**config.mk**
```make
export PLATFORM = sky130hd
export DESIGN_NAME = ecc_ctrl
export DESIGN_NICKNAME = d
export VERILOG_FILES = /design/src/inc/ecc_pkg.sv /design/src/logic/ecc_ctrl.sv
export SDC_FILE = /design/constraint.sdc
export NUM_CORES = 1
export LEC_CHECK = 0
export ABC_AREA = 0
export BUFFER_PORTS_ARGS = -buffer_cell sky130_fd_sc_hd__buf_2
export CAP_MARGIN = 20
export CELL_PAD_IN_SITES_DETAIL_PLACEMENT = 2
export CELL_PAD_IN_SITES_GLOBAL_PLACEMENT = 2
export CORE_MARGIN = 1
export CORE_UTILIZATION = 41
export DETAILED_ROUTE_END_ITERATION = 7
export PLACE_DENSITY = 0.91
export SYNTH_ARGS = -nofsm -noshare
export SYNTH_HDL_FRONTEND = slang
export SYNTH_SLANG_ARGS = --single-unit
```
**constraint.sdc**
```tcl
create_clock -name pclk -period 8.3 [get_ports pclk]
set_clock_uncertainty 0.1 [all_clocks]
set_input_delay 0.415 -clock pclk [delete_from_list [all_inputs] [get_ports pclk]]
set_output_delay 0.415 -clock pclk [all_outputs]
set_load 0.02 [all_outputs]
```
**src/inc/ecc_pkg.sv**
```systemverilog
// Constants, types and decode functions for the echo canceller control block.
// Behaviour
// (RQ1) Four update-gain grading choices, early taps larger.
// (RQ2) Clear coefficients when filter adds power.
// (RQ3) Noise level ramps 3 dB per interval.
// (RQ4) Power below noise resets noise level.
// (RQ5) Receive half-duplex threshold from word 2.
// (RQ6) Transmit half-duplex threshold from word 3.
// (RQ7) Receive suppression threshold from word 2.
// (RQ8) Transmit detectors default to 5 dB.
// (RQ9) Tone blocks updates and passes through.
// (RQ10) Reset clears coefficients, half-duplex active.
// (RQ11) Convergence turns half-duplex off.
// (RQ12) Three switch states, muting opposite channel.
// (RQ13) Transmit and receive change only via idle.
// (RQ14) Holdover keeps state after speech ends.
// (RQ15) AGC reference from volume fields.
// (RQ16) 125 us attack, 30 ms decay.
// (RQ17) Post-scaler gains reference up to full scale.
// (RQ18) Volume +30 to -60 dB, 11111 mutes.
// (RQ19) Scaling sits outside both echo paths.
// (RQ20) Transmit suppression selectable, receive fixed 24 dB.
// (RQ21) Transmit suppression only for far-end alone.
// (RQ22) ERLE threshold and bias from word 3.
// (RQ23) Receive suppression released only on far speech; the code also releases it while a tone is present.
// (RQ24) Defaults: ERLE 15 dB, bias 18 dB.
// (RQ25) Holdover expiry returns idle; speech leaves idle.
package ecc_pkg;

    // ------------------------------------------------------------
    // Register map and fields
    // ------------------------------------------------------------
    localparam logic [7:0] OFF_W0 = 8'h00;
    localparam logic [7:0] OFF_W1 = 8'h04;
    localparam logic [7:0] OFF_W2 = 8'h08;
    localparam logic [7:0] OFF_W3 = 8'h0c;
    localparam logic [7:0] OFF_STAT = 8'h10;
    localparam logic [7:0] OFF_CTRL = 8'h14;
    localparam int VOL_LSB = 5;
    localparam int GRADE_LSB = 2;
    localparam int RAMP_LSB = 6;
    localparam int HOLD_LSB = 8;
    localparam int HDTHR_LSB = 10;
    localparam int RSUP_LSB = 4;
    localparam int TX_SUPPRESS_ATTENUATION_LSB = 8;
    localparam int ERLE_LSB = 4;
    localparam int BIAS_LSB = 6;
    localparam int CTRL_REARM = 0;
    localparam int CTRL_CLEAR = 1;
    localparam logic [11:0] W0_RST = 12'h140;
    localparam logic [11:0] W1_RST = 12'h140;
    localparam logic [11:0] W2_RST = 12'h000;
    localparam logic [11:0] W3_RST = 12'h0a0;

    // ------------------------------------------------------------
    // Levels and timing
    // ------------------------------------------------------------
    localparam logic [7:0] FS_DB = 8'd90;
    localparam logic [7:0] STEP_DB = 8'd3;
    localparam logic [7:0] RX_SUP_DB = 8'd24;
    localparam logic [7:0] TX_SUP_THR_DB = 8'd5;
    localparam logic [4:0] VOL_UNITY = 5'h0a;
    localparam logic [4:0] VOL_MUTE = 5'h1f;
    localparam int CLK_NS = 10;
    localparam int MS_NS = 1000000;
    localparam int ATK_NS = 125000;
    localparam int DECAY_NS = 30000000;
    localparam int MS_CYC = MS_NS / CLK_NS;
    localparam int ATK_CYC = (ATK_NS + CLK_NS - 1) / CLK_NS;
    // One dB of a 30 ms exponential decay lasts tau / 8.686.
    localparam int DEC_CYC = (DECAY_NS / CLK_NS) / 8686 * 1000;
    localparam int GRP_MS = 16;

    typedef enum logic [2:0] {
        HD_IDLE = 3'b001,
        HD_TX = 3'b010,
        HD_RX = 3'b100
    } ecc_hd_t;

    typedef struct packed {
        logic [7:0] tx_pow;
        logic [7:0] rx_pow;
        logic [7:0] tx_peak;
        logic [7:0] rx_peak;
        logic tone;
        logic diverge;
        logic converged;
    } ecc_meas_t;

    typedef struct packed {
        logic [2:0] hd_state;
        logic hd_active;
        logic tx_mute;
        logic rx_mute;
        logic [7:0] tx_sup_db;
        logic [7:0] rx_sup_db;
        logic update_en;
        logic coef_clear;
        logic [1:0][7:0] agc_att_db;
        logic [1:0][7:0] post_gain_db;
        logic [1:0][7:0] vol_att_db;
        logic [1:0] vol_mute;
        logic [3:0][7:0] grade_db;
    } ecc_ctl_t;

    // ------------------------------------------------------------
    // Field decoders
    // ------------------------------------------------------------
    function automatic logic [7:0] det_thr_db(input logic [1:0] c);
        return 8'd5 + STEP_DB * {6'h00, c};
    endfunction

    function automatic logic [7:0] erle_db(input logic [1:0] c);
        return 8'd9 + STEP_DB * {6'h00, c};
    endfunction

    function automatic logic [7:0] bias_db(input logic [1:0] c);
        return 8'd12 + STEP_DB * {6'h00, c};
    endfunction

    function automatic logic [7:0] tx_suppress_attenuation_db(input logic [1:0] c);
        return 8'd6 * ({6'h00, c} + 8'd1);
    endfunction

    function automatic logic [7:0] ramp_ms(input logic [1:0] c);
        return 8'd16 << c;
    endfunction

    function automatic logic [7:0] hold_ms(input logic [1:0] c);
        return 8'd50 * ({6'h00, c} + 8'd1);
    endfunction

    // Slope in thousandths of a dB per ms; group 0 holds the earliest taps.
    function automatic logic [7:0] grade_db(input logic [1:0] c, input int g);
        int rate;
        rate = (c == 2'd0) ? 0 : (c == 2'd1) ? 190 : (c == 2'd2) ? 380 : 750;
        return 8'((rate * (3 - g) * GRP_MS) / 1000);
    endfunction

endpackage

```
**src/logic/ecc_ctrl.sv**
```systemverilog
// Echo canceller control: detectors, half-duplex switch, AGC, suppression.
//
// Implementation choices: the register offsets and register access over APB.
`timescale 1ns/100ps

module ecc_ctrl
    import ecc_pkg::*;
#(
    parameter int MS_CYCLES = MS_CYC,
    parameter int ATK_CYCLES = ATK_CYC,
    parameter int DEC_CYCLES = DEC_CYC
)
(
    input wire logic pclk,
    input wire logic presetn,
    input wire logic psel,
    input wire logic penable,
    input wire logic pwrite,
    input wire logic [7:0] paddr,
    input wire logic [31:0] pwdata,
    output logic [31:0] prdata,
    output logic pready,
    output logic pslverr,
    input wire ecc_meas_t meas,
    output ecc_ctl_t ctl
);

    // ------------------------------------------------------------
    // Register bus
    // ------------------------------------------------------------
    logic [11:0] word0;
    logic [11:0] word1;
    logic [11:0] word2;
    logic [11:0] word3;
    logic mapped;
    logic wr_en;
    logic rearm;
    logic sw_clear;
    logic [31:0] status;
    logic [31:0] next_rdata;

    assign mapped = (paddr == OFF_W0) || (paddr == OFF_W1) || (paddr == OFF_W2)
        || (paddr == OFF_W3) || (paddr == OFF_STAT) || (paddr == OFF_CTRL);
    assign wr_en = psel && penable && pwrite && mapped;
    assign pready = 1'b1;
    assign pslverr = psel && penable && !mapped;
    assign rearm = wr_en && (paddr == OFF_CTRL) && pwdata[CTRL_REARM];
    assign sw_clear = wr_en && (paddr == OFF_CTRL) && pwdata[CTRL_CLEAR];

    always_ff @(posedge pclk or negedge presetn)
    begin
        if (!presetn)
        begin
            word0 <= W0_RST;
            word1 <= W1_RST;
            word2 <= W2_RST;
            word3 <= W3_RST; // RQ8 RQ24
        end
        else if (wr_en)
        begin
            case (paddr)
                OFF_W0: word0 <= pwdata[11:0];
                OFF_W1: word1 <= pwdata[11:0];
                OFF_W2: word2 <= pwdata[11:0];
                OFF_W3: word3 <= pwdata[11:0];
                default: ;
            endcase
        end
    end

    always_comb
    begin
        case (paddr)
            OFF_W0: next_rdata = {20'h00000, word0};
            OFF_W1: next_rdata = {20'h00000, word1};
            OFF_W2: next_rdata = {20'h00000, word2};
            OFF_W3: next_rdata = {20'h00000, word3};
            OFF_STAT: next_rdata = status;
            default: next_rdata = 32'h00000000;
        endcase
    end

    // Read data is captured in the setup cycle so the access phase needs no wait.
    always_ff @(posedge pclk or negedge presetn)
    begin
        if (!presetn)
            prdata <= 32'h00000000;
        else if (psel && !penable)
            prdata <= next_rdata;
    end

    // ------------------------------------------------------------
    // Field decode
    // ------------------------------------------------------------
    logic [1:0][4:0] vol_code;
    logic [7:0] rx_hd_thr;
    logic [7:0] tx_hd_thr;
    logic [7:0] rx_sup_thr;
    logic [7:0] erle;
    logic [7:0] bias;
    logic [7:0] ramp_len;
    logic [7:0] hold_len;

    assign vol_code[0] = word1[VOL_LSB +: 5]; // RQ15
    assign vol_code[1] = word0[VOL_LSB +: 5]; // RQ15
    assign rx_hd_thr = det_thr_db(word2[HDTHR_LSB +: 2]); // RQ5
    assign tx_hd_thr = det_thr_db(word3[HDTHR_LSB +: 2]); // RQ6
    assign rx_sup_thr = det_thr_db(word2[RSUP_LSB +: 2]); // RQ7
    assign erle = erle_db(word3[ERLE_LSB +: 2]); // RQ22
    assign bias = bias_db(word3[BIAS_LSB +: 2]); // RQ22
    assign ramp_len = ramp_ms(word2[RAMP_LSB +: 2]); // RQ3
    assign hold_len = hold_ms(word2[HOLD_LSB +: 2]); // RQ14

    // ------------------------------------------------------------
    // Millisecond time base and noise ramp tick
    // ------------------------------------------------------------
    logic [19:0] ms_cnt;
    logic ms_tick;
    logic [7:0] ramp_cnt;
    logic ramp_tick;

    assign ms_tick = (ms_cnt == 20'(MS_CYCLES - 1));
    assign ramp_tick = ms_tick && (ramp_cnt >= ramp_len - 8'd1);

    always_ff @(posedge pclk or negedge presetn)
    begin
        if (!presetn)
            ms_cnt <= 20'h00000;
        else if (ms_tick)
            ms_cnt <= 20'h00000;
        else
            ms_cnt <= ms_cnt + 20'h00001;
    end

    always_ff @(posedge pclk or negedge presetn)
    begin
        if (!presetn)
            ramp_cnt <= 8'h00;
        else if (ramp_tick)
            ramp_cnt <= 8'h00; // RQ3
        else if (ms_tick)
            ramp_cnt <= ramp_cnt + 8'h01;
    end

    // ------------------------------------------------------------
    // Background noise trackers and speech detectors
    // ------------------------------------------------------------
    function automatic logic [7:0] next_noise(input logic [7:0] n,
        input logic [7:0] p, input logic tick);
        logic [8:0] up;
        up = {1'b0, n} + {1'b0, STEP_DB};
        if (p < n)
            return p; // RQ4
        else if (tick)
            return (up > {1'b0, p}) ? p : up[7:0]; // RQ3
        else
            return n;
    endfunction

    function automatic logic speech(input logic [7:0] p, input logic [7:0] n,
        input logic [7:0] thr);
        return {1'b0, p} > ({1'b0, n} + {1'b0, thr});
    endfunction

    logic [7:0] tx_noise;
    logic [7:0] rx_noise;
    logic rx_hd_sp;
    logic tx_hd_sp;
    logic rx_sup_sp;
    logic tx_sup_sp;

    always_ff @(posedge pclk or negedge presetn)
    begin
        if (!presetn)
        begin
            tx_noise <= 8'h00;
            rx_noise <= 8'h00;
        end
        else
        begin
            tx_noise <= next_noise(tx_noise, meas.tx_pow, ramp_tick);
            rx_noise <= next_noise(rx_noise, meas.rx_pow, ramp_tick);
        end
    end

    assign rx_hd_sp = speech(meas.rx_pow, rx_noise, rx_hd_thr); // RQ5
    assign tx_hd_sp = speech(meas.tx_pow, tx_noise, tx_hd_thr); // RQ6
    assign rx_sup_sp = speech(meas.rx_pow, rx_noise, rx_sup_thr); // RQ7
    assign tx_sup_sp = speech(meas.tx_pow, tx_noise, TX_SUP_THR_DB); // RQ8

    // ------------------------------------------------------------
    // Coefficient clear and half-duplex enable
    // ------------------------------------------------------------
    logic coef_clear;
    logic hd_active;

    // Held high through reset so the filter starts from zero.
    always_ff @(posedge pclk or negedge presetn)
    begin
        if (!presetn)
            coef_clear <= 1'b1; // RQ10
        else
            coef_clear <= meas.diverge || sw_clear; // RQ2
    end

    always_ff @(posedge pclk or negedge presetn)
    begin
        if (!presetn)
            hd_active <= 1'b1; // RQ10
        else if (meas.diverge || rearm)
            hd_active <= 1'b1;
        else if (meas.converged)
            hd_active <= 1'b0; // RQ11
    end

    // ------------------------------------------------------------
    // Half-duplex switch
    // ------------------------------------------------------------
    ecc_hd_t hd_state;
    ecc_hd_t next_hd_state;
    logic [7:0] hold_cnt;
    logic hold_done;
    logic act_speech;

    assign hold_done = (hold_cnt == 8'h00);
    assign act_speech = (hd_state == HD_TX) ? tx_hd_sp : rx_hd_sp;

    always_comb
    begin
        next_hd_state = hd_state;
        case (hd_state)
            HD_IDLE:
            begin
                if (tx_hd_sp)
                    next_hd_state = HD_TX; // RQ25
                else if (rx_hd_sp)
                    next_hd_state = HD_RX; // RQ25
            end
            HD_TX, HD_RX:
            begin
                if (!act_speech && hold_done)
                    next_hd_state = HD_IDLE; // RQ13 RQ25
            end
            default: next_hd_state = HD_IDLE;
        endcase
        if (!hd_active)
            next_hd_state = HD_IDLE;
    end

    always_ff @(posedge pclk or negedge presetn)
    begin
        if (!presetn)
            hd_state <= HD_IDLE;
        else
            hd_state <= next_hd_state; // RQ12
    end

    // Speech reloads the holdover; the count runs in whole milliseconds.
    always_ff @(posedge pclk or negedge presetn)
    begin
        if (!presetn)
            hold_cnt <= 8'h00;
        else if (hd_state == HD_IDLE || act_speech)
            hold_cnt <= hold_len; // RQ14
        else if (ms_tick && !hold_done)
            hold_cnt <= hold_cnt - 8'h01; // RQ14
    end

    // ------------------------------------------------------------
    // Suppression and update control
    // ------------------------------------------------------------
    logic tx_sup_on;
    logic near_end;
    logic [8:0] near_lvl;

    // Once engaged, the bias sets how easily near-end speech breaks in.
    assign near_lvl = {1'b0, meas.tx_pow} + {1'b0, tx_sup_on ? bias : erle}; // RQ22
    assign near_end = tx_sup_sp && (near_lvl > {1'b0, meas.rx_pow});

    always_ff @(posedge pclk or negedge presetn)
    begin
        if (!presetn)
            tx_sup_on <= 1'b0;
        else
            tx_sup_on <= rx_sup_sp && !near_end && !meas.tone; // RQ21
    end

    // ------------------------------------------------------------
    // AGC and volume, transmit index 0 and receive index 1
    // ------------------------------------------------------------
    logic [1:0][7:0] agc_att;
    logic [1:0][19:0] atk_cnt;
    logic [1:0][19:0] dec_cnt;
    logic [1:0][7:0] post_gain;
    logic [1:0][7:0] vol_att;
    logic [1:0][7:0] peak;
    logic [1:0][7:0] ref_lvl;
    logic [1:0] over;

    assign peak[0] = meas.tx_peak;
    assign peak[1] = meas.rx_peak;

    always_comb
    begin
        for (int j = 0; j < 2; j++)
        begin
            if (vol_code[j] <= VOL_UNITY)
            begin
                post_gain[j] = STEP_DB * {3'h0, VOL_UNITY - vol_code[j]}; // RQ17 RQ18
                vol_att[j] = 8'h00;
            end
            else
            begin
                post_gain[j] = 8'h00;
                vol_att[j] = STEP_DB * {3'h0, vol_code[j] - VOL_UNITY}; // RQ18
            end
            ref_lvl[j] = FS_DB - post_gain[j]; // RQ15
            over[j] = (post_gain[j] != 8'h00) && (peak[j] > ref_lvl[j]);
        end
    end

    // Attack waits out the full attack time before applying the new depth.
    always_ff @(posedge pclk or negedge presetn)
    begin
        if (!presetn)
        begin
            agc_att <= '0;
            atk_cnt <= '0;
            dec_cnt <= '0;
        end
        else
        begin
            for (int j = 0; j < 2; j++)
            begin
                if (over[j])
                begin
                    dec_cnt[j] <= 20'h00000;
                    if (peak[j] - ref_lvl[j] <= agc_att[j])
                        atk_cnt[j] <= 20'h00000;
                    else if (atk_cnt[j] == 20'(ATK_CYCLES - 1))
                    begin
                        atk_cnt[j] <= 20'h00000;
                        agc_att[j] <= peak[j] - ref_lvl[j]; // RQ16
                    end
                    else
                        atk_cnt[j] <= atk_cnt[j] + 20'h00001;
                end
                else
                begin
                    atk_cnt[j] <= 20'h00000;
                    if (agc_att[j] == 8'h00)
                        dec_cnt[j] <= 20'h00000;
                    else if (dec_cnt[j] == 20'(DEC_CYCLES - 1))
                    begin
                        dec_cnt[j] <= 20'h00000;
                        agc_att[j] <= agc_att[j] - 8'h01; // RQ16
                    end
                    else
                        dec_cnt[j] <= dec_cnt[j] + 20'h00001;
                end
            end
        end
    end

    // ------------------------------------------------------------
    // Outputs and status
    // ------------------------------------------------------------
    assign status = {8'h00, rx_noise, tx_noise, 1'b0, tx_sup_on, tx_sup_sp,
        rx_sup_sp, tx_hd_sp, rx_hd_sp, hd_active, hd_state[0] ? 1'b0 : 1'b1};

    always_ff @(posedge pclk or negedge presetn)
    begin
        if (!presetn)
            ctl <= '0;
        else
        begin
            ctl.hd_state <= hd_state;
            ctl.hd_active <= hd_active;
            ctl.tx_mute <= hd_active && (hd_state == HD_RX); // RQ12
            ctl.rx_mute <= hd_active && (hd_state == HD_TX) && !meas.tone; // RQ9 RQ12
            ctl.tx_sup_db <= (tx_sup_on && !meas.tone) ? tx_suppress_attenuation_db(word3[TX_SUPPRESS_ATTENUATION_LSB +: 2])
                : 8'h00; // RQ9 RQ20
            ctl.rx_sup_db <= (rx_sup_sp || meas.tone) ? 8'h00 : RX_SUP_DB; // RQ9 RQ20 RQ23
            ctl.update_en <= !meas.tone && !near_end && !coef_clear; // RQ9
            ctl.coef_clear <= coef_clear || meas.diverge || sw_clear; // RQ2 RQ10
            ctl.agc_att_db <= agc_att; // RQ19
            ctl.post_gain_db <= post_gain;
            ctl.vol_att_db <= vol_att;
            ctl.vol_mute[0] <= (vol_code[0] == VOL_MUTE); // RQ18
            ctl.vol_mute[1] <= (vol_code[1] == VOL_MUTE); // RQ18
            for (int g = 0; g < 4; g++)
                ctl.grade_db[g] <= grade_db(word0[GRADE_LSB +: 2], g); // RQ1
        end
    end

endmodule // ecc_ctrl

```
* Word-level counts from Yosys, hierarchy flattened *
Index checks and enable logic that the tools add are counted.

storage, ports and cells
  register bits = 327
  logic and storage cells = 242
  bits of input ports = 80

cells by class
  shift operators = 1
  mux-type cells = 53
  reduce and logical (&&, ||, !) cells = 62
  multiply operators = 12
  eq/ne operators = 25
  add/sub/neg operators = 32
  $lt $le $gt $ge = 16
  divide/modulo/power cells = 3

operators with widths
  kind                      number
  $mux W20                  13
  $mux W8                   20
  $pmux W24 S5              1
  $add A20 B1 Y20 const B   5
  $div A32 B11 Y32 const B  3
  $eq A20 B14 Y1 const B    2
  $eq A20 B19 Y1 const B    2
  $add A8 B5 Y9             4
  $gt A8 B9 Y1              4
  $logic_not A8 Y1          4
  $mul A32 B3 Y28 const B   1
  $sub A8 B1 Y8 const B     4
  $mux W10                  3
  $mul A2 B5 Y7 const A     4
  $mux W7                   4
  $gt A9 B8 Y1              3
  $logic_and A1 B1 Y1       22
  $eq A20 B17 Y1 const B    1
  $mul A2 B2 Y4 const A     5
  $add A8 B2 Y9 const B     2
  $eq A8 B4 Y1 const B      2
  $eq A8 B5 Y1 const B      2
  $gt A8 B8 Y1              2
  $le A8 B8 Y1              2
  other kinds (39)          89

* Logic depth before layout (Yosys ltp) *
  depth in word-level cells = 11
  gate-level depth with buffers = 27
  gate-level depth less buffers = 25

* Least setup slack after synthesis *
OpenSTA, ideal clock, no wires.

  kind = reg-to-reg
  from = register word0[6]
  to = register atk_cnt[30] (netlist bit)
  data required time = 8,079 ps
  arrival time = 4,685 ps
  cell stages (with the launch flop) = 25
  setup time = 121 ps
  period minus slack after synthesis = 4,906 ps
  path slack = 3,394 ps
  path through = dfstp_2 -> inv_1 -> ha_1 -> a21oi_1 -> xnor2_1 -> ha_1 -> a211oi_1 -> nor2_1 -> nand2_1 -> nand3_1 -> nor4_1 -> xnor2_1 -> ha_1 -> o21a_1 -> nor2_1 -> xnor2_1 -> ha_1 -> a21o_1 -> a22oi_1 -> a31oi_1 -> o21ai_0 -> nor2_1 -> nand2_1 -> buf_2 -> nor2_1

between the ends
  cells in the longest elaborated chain, start to end = 8
  elaborated cells between the ends (all ways) = 12
  those cells by class = add/sub (3); mul (1); order compare (3); mux (3); reduce/logical (2)

RTL lines
  item                           line             source
  start, declared                ecc_ctrl.sv:31   logic [11:0] word0;
  start signal, assigned         ecc_ctrl.sv:62   OFF_W0: word0 <= pwdata[11:0];
  $sub A4 B5 Y5                  ecc_ctrl.sv:309  post_gain[j] = STEP_DB * {3'h0, VOL_UNITY - vol_code[j]};
  $mul A2 B5 Y7                  ecc_ctrl.sv:309
  $mux W7 *                      ecc_ctrl.sv:307  if (vol_code[j] <= VOL_UNITY)
  $sub A7 B8 Y8                  ecc_ctrl.sv:317  ref_lvl[j] = FS_DB - post_gain[j];
  $sub A8 B8 Y8                  ecc_ctrl.sv:338  if (peak[j] - ref_lvl[j] <= agc_att[j])
  $le A8 B8 Y1                   ecc_ctrl.sv:338
  $mux W20                       ecc_ctrl.sv:338
  $mux W20 *                     ecc_ctrl.sv:335  if (over[j])
  end signal, assigned by index  ecc_ctrl.sv:346  atk_cnt[j] <= atk_cnt[j] + 20'h00001;
  end, declared                  ecc_ctrl.sv:292  logic [1:0][19:0] atk_cnt;

Every way passes the cells marked *; elsewhere a longest branch is shown, timed or not.
A chain may end at the register's enable or synchronous reset.

==> summary.md <==
| Metric | Value |
|---|---|
| Starting Density | 0.4143 |
| Int Power | around 3.4 mW |
| Leading register cell type out of synthesis | dfrtp_1 |
| Synth area leader | dfrtp_1 |
| Syn Inst Count | between 2000 and 2500 |
| Hold Slack | between 0.04 and 0.05 ns |
| LEAKAGE | 10.38 nW |
| Root buffer cell | clkbuf_16 |
| Largest cells by area after synthesis | dfrtp_1 38%, ha_1 13%, xnor2_1 4.4%, xor2_1 4.2%, nor2_1 4.2% |
| Core area | ~46000 um^2 |
| Share of layout cells above drive strength 1 | 0.1466 |
| CTS tree | done |
| Cell Pwr Density | ~260 nW/um^2 |
| Die boundary width | 218.7 um |
| Cell count of the worst reg-to-reg path | 23 |
| Num ports | 220 |
| Critical path cell sequence | inv_1, ha_1, nand2b_1, a21oi_1, nand2_1, inv_1, ha_1, o21ai_0, xor2_1, ha_1, o21ai_1, a21oi_1, or2_2, a21o_1, xnor2_1, inv_1, ha_1, a21o_1, a21oi_1, o211ai_1, nand2_1, or3_1, nor2_1 |
| Share of total power in sequential cells | 0.299 |
| Dpl cell area | approximately 20000 um^2 |
| PortBufs | approximately 160 |
| Final Max Slew Viols | 0 |
| Slew @ Worst Pin | ~1.0 ns |
| Synth Area per Inst | between 9 and 10 um^2 |
| Buffers and inverters on the worst path | 3 |
| Crit path required time | ~8.6 ns |
| Hold Path Stages | 2 |
| Final Hold Viols | 0 |
| Kind of critical path | reg2reg |
| Clock latency on the worst-skew pair | between 0.5 and 0.6 ns |
| Yosys top cell area share | 0.3758 |
| NetSw | approximately 2.3 mW |
| Flops & latches, synth | about 300 |
| Clk buf depth | 3 |
| Largest net degree at the start of global routing | 84 |
| Crit path depth | 23 |
| Seq/Total Area, Yosys | 0.3881 |
| Post-Route WL | about 74000 um |
| EDFF count, synth | 0 |
| RSZ-0062 raised after global routing | no |
| Tot Pwr | ~5.7 mW |
| Most common cell after layout, fill and taps aside | dfrtp_1 |
| Row count | 79 |
| Crit-path leading delay family | compound AO/OA/AOI/OAI gates |
| Fin Setup TNS | 0 ns |
| Fin crit period | about 6.7 ns |
| Crit path largest cell delay | about 0.73 ns |
| Hold/Removal Path Class | in2reg |
| Grt total ovfl | 0 |
| Cells after DPL | about 2700 |
| Outcome | finished, final reports clean |
| CP Launch Type | flop |
| Commonest non-fill, non-tap cells in the layout | 289 x dfrtp_1, 215 x nor2_1, 198 x ha_1 |
| Asr flop ratio synth | 1.000 |
| CP Capture Type | flop |
| Hpwl dp | ~48000 um |
| GRT Overall Usage | 0.3080 |
| Worst rel slew slack | 0.3366 |
| DR WL/cell | around 26 um |
| Slowest-stage cell, CP | a21oi_1 |
| Die area | roughly 48000 um^2 |
| Detailed-route via count | roughly 17000 |
| Post-route insts no fill | around 2800 |
| Peak supply drop | about 150 uV |
| # Max-Cap Violations | 0 |
| Syn-to-layout area delta | 13.61% |
| Vias per cell | a little under 6 |
| Highest Clock Rate | between 100 and 150 MHz |
| Period utilization | 0.8062 |
| DRC Markers | 0 |
| H-tree depth | 2 |
| Routability cong. | approximately 0.88 |
| Die H | 218.7 um |
| First-pass GRT wire length | between 100000 and 150000 um |
| Violation count after the first detailed-route iteration | 914 |
| Crit path DAT | 7.01 ns |
| Resize count post-CTS | 0 |
| Yosys cell types | around 90 |
| Sw Ratio | 0.3999 |
| Crit path max fanout | 20 |
| Layout net count | roughly 2500 |
| Ys Warns | 0 |
| Crit-path most repeated cell | ha_1 |
| DRT Pass-1 Iters | 5 |
| CTS Sinks | between 200 and 300 |
| Comb pwr share | 0.390 |
| Total CTS buffers | 36 |
| Design area | between 20000 and 25000 um^2 |
| Antenna violations before repair | 5 |
| Mapped Area | approximately 19000 um^2 |
| Endpoints failing setup | 0 |
| Vias in the first global route | 18980 |
| Clock transition at path regs | around 0.070 ns |
| Clock Power Share | 0.311 |
| Fillcell total | between 4000 and 5000 |
| Routed Antenna Nets | 0 |
| Setup Buffers After CTS | 0 |
[cells in the mapped netlist, drive strengths merged, types with 29 or more instances]
| cell type | n |
|---|---|
| xor2 | 93 |
| mux2 | 49 |
| buf | 60 |
| nand2 | 134 |
| clkbuf | 30 |
| xnor2 | 96 |
| nand3 | 72 |
| and3 | 35 |
| a21oi | 75 |
| nor2 | 218 |
| ha | 198 |
| nor3 | 37 |
| inv | 140 |
| nand4 | 39 |
| nor2b | 29 |
| dfrtp | 289 |
| o21ai | 88 |
[state kept, by name, summed over array words and instances (netlist names), 3 cells and up]
signal / count
rx_noise: 8
ramp_cnt: 8
hold_cnt: 8
ms_cnt: 20
hd_state: 3
word2: 12
atk_cnt: 40
agc_att: 16
ctl: 72
prdata: 24
word3: 12
word1: 12
word0: 12
tx_noise: 8
dec_cnt: 40
[through the flow]
stage,worst slack (ns),utilization
floorplan,3.394,-
global placement,2.517,0.4414
detailed placement,1.911,0.4414
CTS,1.721,0.4697
global route,1.232,0.4706
finish,1.608,0.4707
[worst paths after layout]
path / start / to / slack [ns]
min in group asynchronous: presetn / ctl[74] / 0.34
min: pwdata[10] / word0[10] / 0.04
max reg2reg: word1[5] / atk_cnt[5] / 1.61
max: word1[5] / atk_cnt[5] / 1.61
min reg2reg: agc_att[14] / ctl[80] / 0.29
max in group asynchronous: presetn / ms_cnt[5] / 6.26
[layout make-up]
type	count	area, um^2	share of cell area
clock inverter	21	279.0	0.01276
clock buffer	44	1003	0.04589
antenna	3	7.507	0.0003433
sequential	298	7468	0.3416
tap	607	759.5	0.03473
multi-input combinational	1507	10850	0.4962
inverter	141	529.3	0.02420
timing repair buffer	178	969.7	0.04435
[power groups by stage]
stage          clock [mW]  sequential, mW  combinational [mW]
3_3_place_gp            0            1.72                1.84
3_5_place_dp            0            1.73                2.08
4_1_cts              1.81            1.71                2.20
5_1_grt              1.85            1.72                2.41
6_report             1.79            1.72                2.24
2_1_floorplan           0            1.67                1.44
[what timing repair did]
item	in CTS	in global routing
endpoints found under the setup margin	0	0
endpoints found under the hold margin	86	0
hold buffers	3	0
[cell families after synthesis]
kind of cell / Yosys count / synth area share
AOI/OAI and AO/OA: 324 / 0.1092
xor gates and xnor gates: 189 / 0.08601
adders and majority gates: 212 / 0.1433
buffers and inverters: 231 / 0.05487
DFF: 298 / 0.3881
muxes: 74 / 0.04492
other: 2 / 0.0003902
and+or+nand+nor: 672 / 0.1733
[metal layers]
metal / wire [um] / track usage
met4: 3939 / 0.1671
met5: 12 / 0
met2: 38420 / 0.5609
met3: 3330 / 0.05985
met1: 28340 / 0.3338
Power figures use the tool's default switching activity.
